## config.mk

```make
export PLATFORM = sky130hd
export DESIGN_NAME = flash_self_program_guard
export DESIGN_NICKNAME = d
export VERILOG_FILES = /design/src/rtl/flash_guard_pkg.sv /design/src/rtl/flash_self_program_guard.sv
export VERILOG_INCLUDE_DIRS = /design/src /design/src/rtl
export SDC_FILE = /design/constraint.sdc
export NUM_CORES = 1
export LEC_CHECK = 0
export BUFFER_PORTS_ARGS = -buffer_cell sky130_fd_sc_hd__buf_2
export CAP_MARGIN = 20
export CORE_ASPECT_RATIO = 1.2
export CORE_MARGIN = 3
export CORE_UTILIZATION = 35
export DETAILED_ROUTE_END_ITERATION = 8
export GPL_TIMING_DRIVEN = 0
export SLEW_MARGIN = 10
export SYNTH_ARGS = -nofsm -noshare
export SYNTH_HDL_FRONTEND = slang
export SYNTH_SLANG_ARGS = --single-unit
```

## constraint.sdc

```tcl
create_clock -name clk -period 3.2 [get_ports clk]
set_input_delay 0.48 -clock clk [delete_from_list [all_inputs] [get_ports clk]]
set_output_delay 0.48 -clock clk [all_outputs]
set_load 0.02 [all_outputs]
```

## src/rtl/flash_guard_regs.svh

```systemverilog
`ifndef FLASH_GUARD_REGS_SVH
`define FLASH_GUARD_REGS_SVH

// register byte offsets
`define REG_STATUS 8'h00
`define REG_LOCKS 8'h04
`define REG_BOOT_START 8'h08
`define REG_OP_TIME 8'h0C
`define REG_VECTOR 8'h10

// lock register fields, 1 = unprogrammed, 0 = programmed
`define LOCK_APP_WR 0
`define LOCK_APP_RD 1
`define LOCK_BOOT_WR 2
`define LOCK_BOOT_RD 3

// status register fields
`define ST_PROG_BUSY 0
`define ST_CONC_BUSY 1
`define ST_CPU_HALT 2
`define ST_STORE_REFUSED 3
`define ST_LOAD_REFUSED 4

// vector register field
`define VEC_IN_BOOT 0

// flash word address width and fixed section limit
`define FADDR_W 17
`define HALT_START 17'h1F000

// reset values
`define LOCKS_RST 4'hF
`define BOOT_START_RST 17'h1F000
`define OP_TIME_RST 16'h0190
`define VECTOR_RST 1'b0

// axi responses
`define RESP_OKAY 2'b00
`define RESP_SLVERR 2'b10

`endif

```

## src/rtl/flash_guard_pkg.sv

```systemverilog
package flash_guard_pkg;

    typedef enum logic [2:0] {
        OP_BUFFER,
        OP_ERASE,
        OP_WRITE,
        OP_LOCK,
        OP_READ_EN
    } store_op_e;

    typedef enum logic {
        ST_IDLE,
        ST_PROG
    } prog_state_e;

endpackage

```

## src/rtl/flash_self_program_guard.sv

```systemverilog
// The register offsets and the AXI4-Lite register port are this design's own decisions.
`timescale 1ns/10ps
`include "flash_guard_regs.svh"

module flash_self_program_guard
(
    input wire logic clk,
    input wire logic rst,
    input wire logic [7:0] s_axi_awaddr,
    input wire logic s_axi_awvalid,
    output logic s_axi_awready,
    input wire logic [31:0] s_axi_wdata,
    input wire logic [3:0] s_axi_wstrb,
    input wire logic s_axi_wvalid,
    output logic s_axi_wready,
    output logic [1:0] s_axi_bresp,
    output logic s_axi_bvalid,
    input wire logic s_axi_bready,
    input wire logic [7:0] s_axi_araddr,
    input wire logic s_axi_arvalid,
    output logic s_axi_arready,
    output logic [31:0] s_axi_rdata,
    output logic [1:0] s_axi_rresp,
    output logic s_axi_rvalid,
    input wire logic s_axi_rready,
    input wire logic [`FADDR_W-1:0] pc_addr,
    input wire logic store_valid,
    input wire flash_guard_pkg::store_op_e store_op,
    input wire logic [`FADDR_W-1:0] store_addr,
    input wire logic [3:0] store_data,
    output logic store_accept,
    output logic store_blocked,
    input wire logic load_valid,
    input wire logic [`FADDR_W-1:0] load_addr,
    output logic load_ok,
    output logic load_blocked,
    output logic cpu_halt,
    output logic concurrent_section_busy,
    output logic irq_suppress,
    output logic prog_start,
    output logic prog_erase,
    output logic [`FADDR_W-1:0] prog_page_addr,
    output logic prog_done,
    input wire logic ext_lock_we,
    input wire logic [3:0] ext_lock_data,
    input wire logic chip_erase
);
    import flash_guard_pkg::*;

    // axi group
    logic aw_have_reg, aw_have_next;
    logic w_have_reg, w_have_next;
    logic [7:0] awaddr_reg, awaddr_next;
    logic [31:0] wdata_reg, wdata_next;
    logic [3:0] wstrb_reg, wstrb_next;
    logic awready_reg, awready_next;
    logic wready_reg, wready_next;
    logic bvalid_reg, bvalid_next;
    logic [1:0] bresp_reg, bresp_next;
    logic arready_reg, arready_next;
    logic rvalid_reg, rvalid_next;
    logic [31:0] rdata_reg, rdata_next;
    logic [1:0] rresp_reg, rresp_next;

    // core group
    prog_state_e state_reg, state_next;
    logic [15:0] count_reg, count_next;
    logic halt_reg, halt_next;
    logic cbusy_reg, cbusy_next;
    logic [3:0] locks_reg, locks_next;
    logic [`FADDR_W-1:0] boot_start_reg, boot_start_next;
    logic [15:0] op_time_reg, op_time_next;
    logic vec_boot_reg, vec_boot_next;
    logic [`FADDR_W-1:0] page_reg, page_next;
    logic erase_reg, erase_next;
    logic start_reg, start_next;
    logic done_reg, done_next;
    logic accept_reg, accept_next;
    logic sblock_reg, sblock_next;
    logic lok_reg, lok_next;
    logic lblock_reg, lblock_next;
    logic srefused_reg, srefused_next;
    logic lrefused_reg, lrefused_next;
    logic irq_sup_reg, irq_sup_next;

    logic [`FADDR_W-1:0] eff_boot_start;
    logic wr_fire;
    logic wr_hit;
    logic [7:0] wr_addr;
    logic [31:0] wr_mask;
    logic [31:0] wr_data;

    // boot section start never lies below the halting section
    assign eff_boot_start = (boot_start_reg < `HALT_START) ? `HALT_START : boot_start_reg;

    function automatic logic in_halting(input logic [`FADDR_W-1:0] a);
        in_halting = (a >= `HALT_START);
    endfunction

    function automatic logic [31:0] reg_read(input logic [7:0] a);
        reg_read = 32'h0000_0000;
        unique case ({a[7:2], 2'b00})
            `REG_STATUS:
            begin
                reg_read[`ST_PROG_BUSY] = (state_reg == ST_PROG);
                reg_read[`ST_CONC_BUSY] = cbusy_reg;
                reg_read[`ST_CPU_HALT] = halt_reg;
                reg_read[`ST_STORE_REFUSED] = srefused_reg;
                reg_read[`ST_LOAD_REFUSED] = lrefused_reg;
            end
            `REG_LOCKS: reg_read[3:0] = locks_reg;
            `REG_BOOT_START: reg_read[`FADDR_W-1:0] = boot_start_reg;
            `REG_OP_TIME: reg_read[15:0] = op_time_reg;
            `REG_VECTOR: reg_read[`VEC_IN_BOOT] = vec_boot_reg;
            default: reg_read = 32'h0000_0000;
        endcase
    endfunction

    function automatic logic reg_mapped(input logic [7:0] a);
        unique case ({a[7:2], 2'b00})
            `REG_STATUS, `REG_LOCKS, `REG_BOOT_START, `REG_OP_TIME, `REG_VECTOR:
                reg_mapped = 1'b1;
            default: reg_mapped = 1'b0;
        endcase
    endfunction

    genvar gi;
    generate
        for (gi = 0; gi < 4; gi++)
        begin : g_strb
            assign wr_mask[8*gi +: 8] = {8{wstrb_reg[gi]}};
        end
    endgenerate

    assign wr_fire = aw_have_reg && w_have_reg && !bvalid_reg;
    assign wr_addr = {awaddr_reg[7:2], 2'b00};
    assign wr_hit = reg_mapped(awaddr_reg);
    // comb process so the merge follows register changes, not only the address
    always_comb
    begin
        wr_data = (reg_read(awaddr_reg) & ~wr_mask) | (wdata_reg & wr_mask);
    end

    always_comb
    begin
        aw_have_next = aw_have_reg;
        w_have_next = w_have_reg;
        awaddr_next = awaddr_reg;
        wdata_next = wdata_reg;
        wstrb_next = wstrb_reg;
        bvalid_next = bvalid_reg;
        bresp_next = bresp_reg;
        rvalid_next = rvalid_reg;
        rdata_next = rdata_reg;
        rresp_next = rresp_reg;
        if (s_axi_awvalid && awready_reg)
        begin
            aw_have_next = 1'b1;
            awaddr_next = s_axi_awaddr;
        end
        if (s_axi_wvalid && wready_reg)
        begin
            w_have_next = 1'b1;
            wdata_next = s_axi_wdata;
            wstrb_next = s_axi_wstrb;
        end
        if (wr_fire)
        begin
            aw_have_next = 1'b0;
            w_have_next = 1'b0;
            bvalid_next = 1'b1;
            bresp_next = wr_hit ? `RESP_OKAY : `RESP_SLVERR;
        end
        if (bvalid_reg && s_axi_bready)
        begin
            bvalid_next = 1'b0;
        end
        if (rvalid_reg && s_axi_rready)
        begin
            rvalid_next = 1'b0;
        end
        if (s_axi_arvalid && arready_reg)
        begin
            rvalid_next = 1'b1;
            rdata_next = reg_read(s_axi_araddr);
            rresp_next = reg_mapped(s_axi_araddr) ? `RESP_OKAY : `RESP_SLVERR;
        end
        awready_next = !aw_have_next && !bvalid_next;
        wready_next = !w_have_next && !bvalid_next;
        arready_next = !rvalid_next;
    end

    always_ff @(posedge clk)
    begin
        if (rst)
        begin
            aw_have_reg <= 1'b0;
            w_have_reg <= 1'b0;
            awaddr_reg <= 8'h00;
            wdata_reg <= 32'h0000_0000;
            wstrb_reg <= 4'h0;
            awready_reg <= 1'b0;
            wready_reg <= 1'b0;
            bvalid_reg <= 1'b0;
            bresp_reg <= `RESP_OKAY;
            arready_reg <= 1'b0;
            rvalid_reg <= 1'b0;
            rdata_reg <= 32'h0000_0000;
            rresp_reg <= `RESP_OKAY;
        end
        else
        begin
            aw_have_reg <= aw_have_next;
            w_have_reg <= w_have_next;
            awaddr_reg <= awaddr_next;
            wdata_reg <= wdata_next;
            wstrb_reg <= wstrb_next;
            awready_reg <= awready_next;
            wready_reg <= wready_next;
            bvalid_reg <= bvalid_next;
            bresp_reg <= bresp_next;
            arready_reg <= arready_next;
            rvalid_reg <= rvalid_next;
            rdata_reg <= rdata_next;
            rresp_reg <= rresp_next;
        end
    end

    logic pc_boot;
    logic st_boot;
    logic st_wr_locked;
    logic ld_boot;
    logic ld_locked;
    logic [3:0] lock_clear;

    assign pc_boot = (pc_addr >= eff_boot_start);
    assign st_boot = (store_addr >= eff_boot_start);
    // only the write lock bit of each section pair gates erase and write stores; general lock modes play no part
    assign st_wr_locked = st_boot ? !locks_reg[`LOCK_BOOT_WR]
                                  : !locks_reg[`LOCK_APP_WR];
    assign ld_boot = (load_addr >= eff_boot_start);
    assign ld_locked = (pc_boot && !ld_boot && !locks_reg[`LOCK_APP_RD])
                    || (!pc_boot && ld_boot && !locks_reg[`LOCK_BOOT_RD]);

    always_comb
    begin
        state_next = state_reg;
        count_next = count_reg;
        halt_next = halt_reg;
        cbusy_next = cbusy_reg;
        boot_start_next = boot_start_reg;
        op_time_next = op_time_reg;
        vec_boot_next = vec_boot_reg;
        page_next = page_reg;
        erase_next = erase_reg;
        start_next = 1'b0;
        done_next = 1'b0;
        accept_next = 1'b0;
        sblock_next = 1'b0;
        lok_next = 1'b0;
        lblock_next = 1'b0;
        srefused_next = srefused_reg;
        lrefused_next = lrefused_reg;
        lock_clear = 4'hF;
        if (wr_fire && wr_addr == `REG_LOCKS)
        begin
            lock_clear = lock_clear & wr_data[3:0];
        end
        if (wr_fire && wr_addr == `REG_BOOT_START)
        begin
            boot_start_next = wr_data[`FADDR_W-1:0];
        end
        if (wr_fire && wr_addr == `REG_OP_TIME)
        begin
            op_time_next = wr_data[15:0];
        end
        if (wr_fire && wr_addr == `REG_VECTOR)
        begin
            vec_boot_next = wr_data[`VEC_IN_BOOT];
        end
        if (ext_lock_we)
        begin
            lock_clear = lock_clear & ext_lock_data;
        end
        unique case (state_reg)
            ST_IDLE:
            begin
                if (store_valid)
                begin
                    if (!pc_boot)
                    begin
                        sblock_next = 1'b1;
                    end
                    else
                    begin
                        unique case (store_op)
                            OP_ERASE, OP_WRITE:
                            begin
                                if (st_wr_locked)
                                begin
                                    sblock_next = 1'b1;
                                end
                                else
                                begin
                                    accept_next = 1'b1;
                                    start_next = 1'b1;
                                    state_next = ST_PROG;
                                    page_next = store_addr;
                                    erase_next = (store_op == OP_ERASE);
                                    count_next = (op_time_reg == 16'h0000) ? 16'h0001
                                                                          : op_time_reg;
                                    if (in_halting(store_addr))
                                    begin
                                        halt_next = 1'b1;
                                    end
                                    else
                                    begin
                                        cbusy_next = 1'b1;
                                    end
                                end
                            end
                            OP_LOCK:
                            begin
                                accept_next = 1'b1;
                                lock_clear = lock_clear & store_data;
                            end
                            OP_READ_EN, OP_BUFFER:
                            begin
                                accept_next = 1'b1;
                                cbusy_next = 1'b0;
                            end
                            default: sblock_next = 1'b1;
                        endcase
                    end
                end
            end
            ST_PROG:
            begin
                // one page operation at a time; busy cannot be released mid-operation
                if (store_valid)
                begin
                    sblock_next = 1'b1;
                end
                count_next = count_reg - 16'h0001;
                if (count_reg <= 16'h0001)
                begin
                    state_next = ST_IDLE;
                    halt_next = 1'b0;
                    done_next = 1'b1;
                    count_next = 16'h0000;
                end
            end
        endcase
        if (accept_next)
        begin
            srefused_next = 1'b0;
        end
        if (sblock_next)
        begin
            srefused_next = 1'b1;
        end
        if (load_valid)
        begin
            // while busy the concurrent section returns nothing; halted means no reads
            if (halt_reg || (cbusy_reg && !in_halting(load_addr)) || ld_locked)
            begin
                lblock_next = 1'b1;
                lrefused_next = 1'b1;
            end
            else
            begin
                lok_next = 1'b1;
                lrefused_next = 1'b0;
            end
        end
        locks_next = chip_erase ? `LOCKS_RST : (locks_reg & lock_clear);
        irq_sup_next = (!locks_reg[`LOCK_APP_RD] && vec_boot_reg && !pc_boot)
                    || (!locks_reg[`LOCK_BOOT_RD] && !vec_boot_reg && pc_boot);
    end

    always_ff @(posedge clk)
    begin
        if (rst)
        begin
            state_reg <= ST_IDLE;
            count_reg <= 16'h0000;
            halt_reg <= 1'b0;
            cbusy_reg <= 1'b0;
            locks_reg <= `LOCKS_RST;
            boot_start_reg <= `BOOT_START_RST;
            op_time_reg <= `OP_TIME_RST;
            vec_boot_reg <= `VECTOR_RST;
            page_reg <= {`FADDR_W{1'b0}};
            erase_reg <= 1'b0;
            start_reg <= 1'b0;
            done_reg <= 1'b0;
            accept_reg <= 1'b0;
            sblock_reg <= 1'b0;
            lok_reg <= 1'b0;
            lblock_reg <= 1'b0;
            srefused_reg <= 1'b0;
            lrefused_reg <= 1'b0;
            irq_sup_reg <= 1'b0;
        end
        else
        begin
            state_reg <= state_next;
            count_reg <= count_next;
            halt_reg <= halt_next;
            cbusy_reg <= cbusy_next;
            locks_reg <= locks_next;
            boot_start_reg <= boot_start_next;
            op_time_reg <= op_time_next;
            vec_boot_reg <= vec_boot_next;
            page_reg <= page_next;
            erase_reg <= erase_next;
            start_reg <= start_next;
            done_reg <= done_next;
            accept_reg <= accept_next;
            sblock_reg <= sblock_next;
            lok_reg <= lok_next;
            lblock_reg <= lblock_next;
            srefused_reg <= srefused_next;
            lrefused_reg <= lrefused_next;
            irq_sup_reg <= irq_sup_next;
        end
    end

    assign s_axi_awready = awready_reg;
    assign s_axi_wready = wready_reg;
    assign s_axi_bvalid = bvalid_reg;
    assign s_axi_bresp = bresp_reg;
    assign s_axi_arready = arready_reg;
    assign s_axi_rvalid = rvalid_reg;
    assign s_axi_rdata = rdata_reg;
    assign s_axi_rresp = rresp_reg;
    assign store_accept = accept_reg;
    assign store_blocked = sblock_reg;
    assign load_ok = lok_reg;
    assign load_blocked = lblock_reg;
    assign cpu_halt = halt_reg;
    assign concurrent_section_busy = cbusy_reg;
    assign irq_suppress = irq_sup_reg;
    assign prog_start = start_reg;
    assign prog_erase = erase_reg;
    assign prog_page_addr = page_reg;
    assign prog_done = done_reg;

endmodule

```

==> impl_metrics.py, run 1 <==
metrics = {
    "outcome": {
        "status": "finished clean",
    },
    "synth": {
        "synth_area_leaders": "dfxtp_1, ha_1, nand2_1",
        "async_flop_share": 0,
        "syn_area_um2": 7320,
        "ys_types": 62,
        "syn_inst": 893,
        "ys_warn_count": 0,
        "synth.avg_cell_area_um2": 8.20,
        "synth-seq-cells": 136,
        "synth.largest_area_cell": "dfxtp_1",
        "synth_top_area_frac": 0.372,
        "synth-seq-area-share": 0.372,
        "synth_edf_count": 0,
        "synth_ff_type": "dfxtp_1",
    },
    "clocking": {
        "cts_tree": "built",
        "clockBufferDepth": 2,
        "hold_buffers": 0,
        "cts_buffers": 17,
        "clk-insertion-delay-late_ns": 0.43,
        "clk_pin_slew_worst_paths_ns": 0.06,
        "cts_root_buf": "clkbuf_16",
        "cts_sinks": 136,
        "h-tree-depth": 4,
    },
    "routing": {
        "drtPass1Iterations": 5,
        "vias": 7169,
        "drc": 0,
        "drt_iter0_drc": 512,
        "routed_wirelength_um": 24100,
        "via_per_inst": 5.19,
        "wl_per_cell_um": 17.4,
        "antenna_left": 0,
    },
    "timing": {
        "fmax_mhz": 323,
        "slew-limit-headroom": 0.456,
        "finalSetupTns_ns": 0,
        "hold_slack_ns": 0.265,
        "finalClockSkew_ns": 0.00718,
        "finalCritPeriodShare": 0.968,
        "period_needed_ns": 3.10,
        "hold_viol": 0,
        "tightest_slew_ns": 0.816,
        "setup_viol": 0,
        "slew_viol_final": 0,
    },
    "cells_and_area": {
        "antenna_cells": 0,
        "drive_gt1_frac": 0.236,
        "layout_common_cells": "buf_2, nand2_1, dfxtp_1, nor2_1, a21oi_1",
        "fill_cells": 2106,
        "stdcell_count": 1381,
        "final_common_cell": "buf_2",
        "area_delta_synth_final_pct": 28.5,
        "layout.nets": 1281,
    },
    "floorplanning": {
        "dieWidth_um": 138,
        "die_area_um2": 22700,
        "start_util": 0.359,
        "num_rows": 57,
        "io_pins": 193,
        "core_area_um2": 20400,
        "fp.dieH_um": 164,
    },
    "critical_path": {
        "max_stage_delay_ns": 0.37,
        "crit_path_max_fanout": 8,
        "reg2reg_depth": 15,
        "crit_buf_inv": 3,
        "rr_endpoint": "count_reg[5]",
        "path_cells": "nand2_1 > nor2_4 > buf_8 > nand2_4 > ha_4 > nand4_1 > nor3_2 > o221ai_1 > and3_1 > buf_6 > or2_4 > or2_1 > buf_6 > mux2i_1 > a211oi_2",
        "path_delay_family": "simple AND/OR/NAND/NOR gates",
        "worstPathArrival_ns": 3.44,
        "worstSetupPathType": "reg -> reg",
        "r2r_slack_ns": 0.10,
        "required_ns": 3.54,
        "cp_common_cell": "buf_6",
        "end_kind": "register",
        "r2r_start": "boot_start_reg[16]",
        "slowest_stage": "dfxtp_4",
        "cp-start-kind": "register",
    },
    "min_path": {
        "holdPathStages": 2,
        "min_to": "lrefused_reg",
        "hold_path.class": "in -> reg",
        "hold_start": "load_valid",
    },
    "global_route": {
        "grt_max_degree": 17,
        "use_met1": 0.261,
        "grt_pass1_wl_um": 37800,
        "track_usage": 0.210,
        "grt_pass1_vias": 6978,
        "use_met3": 0.0414,
        "antenna_found_initial": 0,
        "met2_usage": 0.359,
        "grt_overflow_total": 0,
        "gr-max-usage-layer": "met2",
    },
    "power": {
        "power_density_nw_per_um2": 485,
        "leakage_uw": 0.00393,
        "p_total_uw": 4570,
        "irDropWorstVdd_uv": 386,
    },
    "job": {
        "cap_viol_max_count": 0,
    },
    "placement": {
        "port_buffers": 151,
        "hpwlAfterDp_um": 18400,
        "gp_congestion": 0.952,
        "dp.cells": 1340,
    },
}
==> metal layers <==
| metal | part of all wire | vias up |
|---|---|---|
| li1 | - | 3583 |
| met1 | 0.43 | 3307 |
| met5 | 0 | - |
| met3 | 0.057 | 44 |
| met2 | 0.48 | 235 |
| met4 | 0.035 | 0 |
==> synthesized netlist by cell type (4+ instances only) <==
| cell type | instances |
|---|---|
| nand2_1 | 141 |
| dfxtp_1 | 136 |
| nor2_1 | 100 |
| a21oi_1 | 77 |
| ha_1 | 53 |
| nor3_1 | 39 |
| clkbuf_1 | 37 |
| o21ai_0 | 35 |
| mux2i_1 | 32 |
| nand3_1 | 25 |
| buf_4 | 21 |
| a22oi_1 | 17 |
| a221oi_1 | 13 |
| inv_1 | 11 |
| nor2b_1 | 10 |
| nor4_1 | 10 |
| a21o_1 | 9 |
| nor3b_1 | 8 |
| a211o_1 | 6 |
| a211oi_1 | 6 |
| nand2b_1 | 6 |
| nand4_1 | 6 |
| or3_1 | 6 |
| a2bb2oi_1 | 5 |
| and2_1 | 5 |
| o221ai_1 | 5 |
| o32ai_1 | 5 |
| buf_2 | 4 |
| o22a_1 | 4 |
| xnor2_1 | 4 |
| xor2_1 | 4 |
==> cell type report <==
cell class,instances,area [µm²],area share
clock buffer,20,437,0.0464
timing repair buffer,161,840,0.0892
tap,265,332,0.0352
multi-input combinational,709,4490,0.476
buffer,67,394,0.0419
clock inverter,12,153,0.0162
inverter,11,41.3,0.00439
sequential,136,2730,0.290
==> what timing repair did <==
action | 4_1_cts | 5_1_grt
resized for setup | 24 | 32
setup buffers | 6 | 3
gates cloned | 1 | 0
setup endpoints to repair | 49 | 38
pin swaps | 4 | 5
==> kinds of logic after synthesis <==
group                    synth area share
AND/OR/NAND/NOR                     0.236
AO/OA/AOI/OAI                       0.180
flip-flops                          0.372
buffers and inverters              0.0550
adder cells (fa/ha/maj)            0.0905
multiplexers                       0.0560
XOR/XNOR                          0.00957
other                            0.000512
==> worst max-delay path by stage <==
stage	start	endpoint	slack, ns	cells after the start
finish	boot_start_reg[16]	count_reg[5]	0.10	15
global route	boot_start_reg[16]	lrefused_reg	-0.04	12
floorplan	boot_start_reg[14]	count_reg[5]	0.10	13
CTS	boot_start_reg[13]	count_reg[9]	0.0008	15
detailed placement	boot_start_reg[16]	prog_page_addr[5]	-0.84	14
global placement	boot_start_reg[16]	prog_erase	-0.78	14
==> through the flow <==
| stage | setup slack, ns | area, µm² | util |
|---|---|---|---|
| global route | -0.0355 | 9420 | 0.462 |
| CTS | 0.000786 | 9240 | 0.453 |
| global placement | -0.784 | 8530 | 0.418 |
| detailed placement | -0.840 | 8530 | 0.418 |
| floorplan | 0.102 | 7440 | - |
| finish | 0.103 | 9420 | 0.462 |
==> power by group <==
part           leakage [µW]  total, µW  internal (µW)  switching (µW)
Combinational       0.00255        781            325             457
Clock              0.000276       1990           1220             764
Sequential          0.00110       1800           1750            46.5
Total               0.00393       4570           3300            1270
(Power assumes the default switching activity.)
==> run 2: changes to the inputs <==
- CORE_MARGIN: 3 -> 8
- CTS_CLUSTER_SIZE: not set -> 40
- MAX_ROUTING_LAYER: not set -> met4
==> impl_metrics.py, run 2 (same netlist as run 1, synthesis figures left out) <==
metrics = {
    "power": {
        "leakage_uw": 0.00398,
        "p_total_uw": 4650,
        "irDropWorstVdd_uv": 388,
        "power_density_nw_per_um2": 485,
    },
    "clocking": {
        "h-tree-depth": 4,
        "cts_buffers": 17,
        "cts_sinks": 136,
        "cts_root_buf": "clkbuf_16",
        "clockBufferDepth": 2,
        "clk-insertion-delay-late_ns": 0.43,
        "clk_pin_slew_worst_paths_ns": 0.06,
        "cts_tree": "built",
    },
    "routing": {
        "via_per_inst": 5.19,
        "drt_iter0_drc": 653,
        "drc": 0,
        "vias": 7209,
        "wl_per_cell_um": 18.4,
        "antenna_left": 0,
        "routed_wirelength_um": 25600,
        "drtPass1Iterations": 5,
    },
    "critical_path": {
        "reg2reg_depth": 15,
        "cp-start-kind": "register",
        "crit_path_max_fanout": 8,
        "cp_common_cell": "buf_6",
        "worstPathArrival_ns": 3.41,
        "required_ns": 3.48,
        "end_kind": "register",
        "max_stage_delay_ns": 0.38,
        "slowest_stage": "dfxtp_2",
        "worstSetupPathType": "reg -> reg",
        "path_cells": "nand3_4 > nor2_4 > buf_8 > nand2_8 > ha_4 > nand4_1 > nor3_2 > o221ai_1 > and3_1 > buf_6 > or2_4 > or2_1 > buf_6 > mux2i_2 > a211oi_2",
    },
    "timing": {
        "finalClockSkew_ns": 0.0105,
        "hold_viol": 0,
        "finalCritPeriodShare": 0.978,
        "finalSetupTns_ns": 0,
        "period_needed_ns": 3.13,
        "tightest_slew_ns": 1.02,
        "fmax_mhz": 319,
        "slew-limit-headroom": 0.316,
        "setup_viol": 0,
        "hold_slack_ns": 0.262,
        "slew_viol_final": 0,
    },
    "cells_and_area": {
        "final_common_cell": "buf_2",
        "final_core_util": 0.462,
        "layout.nets": 1284,
        "layout_common_cells": "buf_2, dfxtp_1, nand2_1, nor2_1, a21oi_1",
        "area_delta_synth_final_pct": 30.9,
        "stdcell_area_um2": 9590,
        "drive_gt1_frac": 0.250,
        "antenna_cells": 0,
    },
    "outcome": {
        "status": "finished clean",
    },
    "min_path": {
        "hold_path.class": "in -> reg",
        "holdPathStages": 2,
    },
    "placement": {
        "dpl_cell_area_um2": 8530,
        "port_buffers": 151,
        "gp_congestion": 0.931,
        "hpwlAfterDp_um": 19400,
    },
    "floorplanning": {
        "num_rows": 58,
        "core_area_um2": 20800,
        "die_area_um2": 25800,
        "start_util": 0.353,
        "fp.dieH_um": 174,
        "io_pins": 193,
        "dieWidth_um": 148,
    },
    "global_route": {
        "track_usage": 0.202,
        "antenna_found_initial": 0,
        "grt_pass1_vias": 7264,
        "grt_max_degree": 17,
        "grt_pass1_wl_um": 39800,
        "grt_overflow_total": 0,
    },
    "job": {
        "cap_viol_max_count": 0,
    },
}
-- run 2: changes by cell type in the layout (fill, tap and decap cells not counted), sizes merged --
cell	change
clkbuf	-2
clkinv	+2
clkinvlp	-2
buf	+4
-- run 2: path summary, 6_finish.rpt --
path                                          from            to  slack [ns]
worst min-delay path                    load_valid  lrefused_reg        0.26
worst max register to register  boot_start_reg[12]  count_reg[5]        0.07
worst max-delay path            boot_start_reg[12]  count_reg[5]        0.07
worst min register to register        wdata_reg[7]  wdata_reg[7]        0.46
-- run 2: power breakdown --
part           internal (µW)  leakage [µW]  total, µW  switching [µW]
sequential              1750       0.00110       1800            48.2
combinational            330       0.00258        803             472
clock                   1260      0.000295       2040             785
total                   3340       0.00398       4650            1310
-- run 2: per-stage QoR --
| step | setup WS (ns) | instances |
|---|---|---|
| final | 0.0696 | 1388 |
| after global routing | -0.0346 | 1388 |
| after CTS | -0.00666 | 1384 |
| after detailed placement | -0.816 | 1345 |
| after global placement | -0.780 | 1345 |
| after floorplan | 0.102 | 924 |
-- run 2: critical path, delay by kind of cell (launching register included) --
family	cells	cell delay, ns
AO/OA/AOI/OAI	2	0.23
adder cells (fa/ha/maj)	1	0.29
buffers and inverters	3	0.48
flip-flops	1	0.38
multiplexers	1	0.19
AND/OR/NAND/NOR	8	1.40
-- run 2: routing by layer --
layer	global-route usage	wire length, µm	vias up
met5	-	0	-
met4	0.0634	659	0
met3	0.0419	1600	44
met2	0.333	12400	269
met1	0.241	10900	3307
li1	-	-	3589
-- run 2: cell type report --
type | instances | area [µm²]
inverter | 11 | 41.3
multi-input combinational | 709 | 4610
fill | 2138 | 11200
timing repair buffer | 164 | 868
tap | 270 | 338
clock buffer | 19 | 453
sequential | 136 | 2730
clock inverter | 12 | 151
buffer | 67 | 394
-- run 2: what timing repair did --
item / 4_1_cts / 5_1_grt
hold endpoints to repair: 0 / 0
cloned: 1 / 0
setup buffers: 8 / 4
hold buffers: 0 / 0
resized for setup: 38 / 36
endpoints found under the setup margin: 49 / 40
pin swaps: 7 / 12
==> run 3: changes to the inputs <==
- CORE_ASPECT_RATIO: 1.2 -> 0.75
- CORE_MARGIN: 8 -> not set
- clock period: 3.2 -> 3.35 ns (I/O delays scaled with it)
==> impl_metrics.py, run 3 (same netlist as run 1, synthesis figures left out) <==
metrics = {
    "clocking": {
        "cts_buffers": 17,
        "cts_tree": "built",
        "cts_root_buf": "clkbuf_16",
        "clk-insertion-delay-late_ns": 0.43,
        "clockBufferDepth": 2,
        "h-tree-depth": 4,
        "cts_sinks": 136,
        "clk_pin_slew_worst_paths_ns": 0.06,
    },
    "critical_path": {
        "r2r_start": "boot_start_reg[13]",
        "worstPathArrival_ns": 3.56,
        "crit_path_max_fanout": 10,
        "cp-start-kind": "register",
        "path_cells": "nand3_1 > nor2_4 > buf_8 > nand2_1 > ha_1 > nand4_1 > nor3_2 > o221ai_1 > and3_4 > buf_6 > or2_4 > or2_1 > buf_6 > mux2i_1 > a211oi_2",
        "reg2reg_depth": 15,
        "cp_common_cell": "buf_6",
        "worstSetupPathType": "reg -> reg",
        "max_stage_delay_ns": 0.38,
        "slowest_stage": "dfxtp_4",
        "end_kind": "register",
        "required_ns": 3.70,
        "rr_endpoint": "count_reg[5]",
        "r2r_slack_ns": 0.14,
    },
    "global_route": {
        "antenna_found_initial": 0,
        "use_met3": 0.0480,
        "grt_max_degree": 17,
        "track_usage": 0.240,
        "grt_overflow_total": 0,
        "use_met1": 0.350,
        "grt_pass1_vias": 6795,
        "met2_usage": 0.328,
        "gr-max-usage-layer": "met1",
        "grt_pass1_wl_um": 38200,
    },
    "timing": {
        "finalClockSkew_ns": 0.00730,
        "finalCritPeriodShare": 0.958,
        "tightest_slew_ns": 0.911,
        "period_needed_ns": 3.21,
        "slew_viol_final": 0,
        "hold_viol": 0,
        "fmax_mhz": 311,
        "slew-limit-headroom": 0.388,
        "setup_viol": 0,
    },
    "cells_and_area": {
        "drive_gt1_frac": 0.228,
        "area_delta_synth_final_pct": 27.3,
        "stdcell_area_um2": 9320,
        "final_common_cell": "buf_2",
        "layout_common_cells": "buf_2, nand2_1, dfxtp_1, nor2_1, a21oi_1",
        "layout.nets": 1277,
        "antenna_cells": 0,
        "fill_cells": 2098,
    },
    "routing": {
        "via_per_inst": 5.23,
        "wl_per_cell_um": 17.6,
        "drc": 0,
        "drtPass1Iterations": 5,
        "vias": 7284,
        "routed_wirelength_um": 24600,
        "antenna_left": 0,
        "drt_iter0_drc": 675,
    },
    "outcome": {
        "status": "finished clean",
    },
    "placement": {
        "gp_congestion": 0.844,
        "dpl_cell_area_um2": 8550,
        "port_buffers": 151,
        "hpwlAfterDp_um": 19000,
    },
    "floorplanning": {
        "core_area_um2": 20400,
        "die_area_um2": 21500,
        "io_pins": 193,
        "fp.dieH_um": 127,
        "start_util": 0.359,
        "dieWidth_um": 169,
        "num_rows": 45,
    },
    "power": {
        "power_density_nw_per_um2": 471,
        "p_total_uw": 4390,
        "leakage_uw": 0.00391,
        "irDropWorstVdd_uv": 329,
    },
    "min_path": {
        "hold_start": "load_valid",
        "holdPathStages": 2,
        "hold_path.class": "in -> reg",
        "min_to": "lrefused_reg",
    },
    "job": {
        "cap_viol_max_count": 0,
    },
}
[run 3: how the worst max path moves through the flow]
stage | end | start | slack (ns) | cells after the start
final | count_reg[5] | boot_start_reg[13] | 0.14 | 15
after global routing | prog_page_addr[1] | boot_start_reg[13] | -0.001 | 16
after CTS | count_reg[9] | boot_start_reg[15] | 0.02 | 15
after detailed placement | prog_page_addr[14] | boot_start_reg[13] | -0.74 | 14
after global placement | count_reg[9] | boot_start_reg[12] | -0.70 | 15
after floorplan | count_reg[5] | boot_start_reg[14] | 0.25 | 13
[run 3: layout make-up]
type	count	area (µm²)	area share
Inverter	11	41.3	0.00443
Tap cell	282	353	0.0378
Clock buffer	18	439	0.0471
Multi-Input combinational cell	709	4400	0.472
Clock inverter	14	165	0.0177
Sequential cell	136	2740	0.293
Buffer	67	389	0.0417
Timing Repair Buffer	157	802	0.0860
[run 3: timing repair]
| item | CTS | global route |
|---|---|---|
| pin swaps | 2 | 3 |
| setup buffers | 5 | 0 |
| resized for setup | 19 | 21 |
| hold endpoints to repair | 0 | 0 |
| hold buffers | 0 | 0 |
| endpoints found under the setup margin | 48 | 38 |
| cloned | 0 | 0 |
[run 3: worst max-delay path, delay by kind of cell (launching register included)]
kind	cells	cell delay, ns
mux	1	0.12
simple gates	8	1.48
flops	1	0.38
buf+inv	3	0.44
fa+ha+maj	1	0.32
compound gates	2	0.38
[run 3: report_power, final]
| group | internal (µW) | switching, µW | leakage, µW |
|---|---|---|---|
| Clock | 1130 | 795 | 0.000295 |
| Combinational | 305 | 439 | 0.00251 |
| Sequential | 1670 | 47.6 | 0.00110 |
[run 3: stage by stage]
stage / hold slack [ns] / setup TNS [ns] / util / std cells / setup slack, ns
after floorplan: 0.426 / 0 / - / 924 / 0.252
after global placement: 0.440 / -24.44 / 0.419 / 1357 / -0.700
after detailed placement: 0.443 / -26.01 / 0.419 / 1357 / -0.739
after CTS: 0.277 / 0 / 0.453 / 1393 / 0.0163
after global routing: 0.304 / -0.00260 / 0.457 / 1394 / -0.00146
final: 0.289 / 0 / 0.457 / 1394 / 0.139
[run 3: routing by layer]
metal | vias to the layer above | routed length [µm] | part of all wire
li1 | 3580 | - | -
met1 | 3365 | 12200 | 0.50
met2 | 310 | 9780 | 0.40
met5 | - | 0 | 0
met3 | 29 | 2110 | 0.086
met4 | 0 | 445 | 0.018
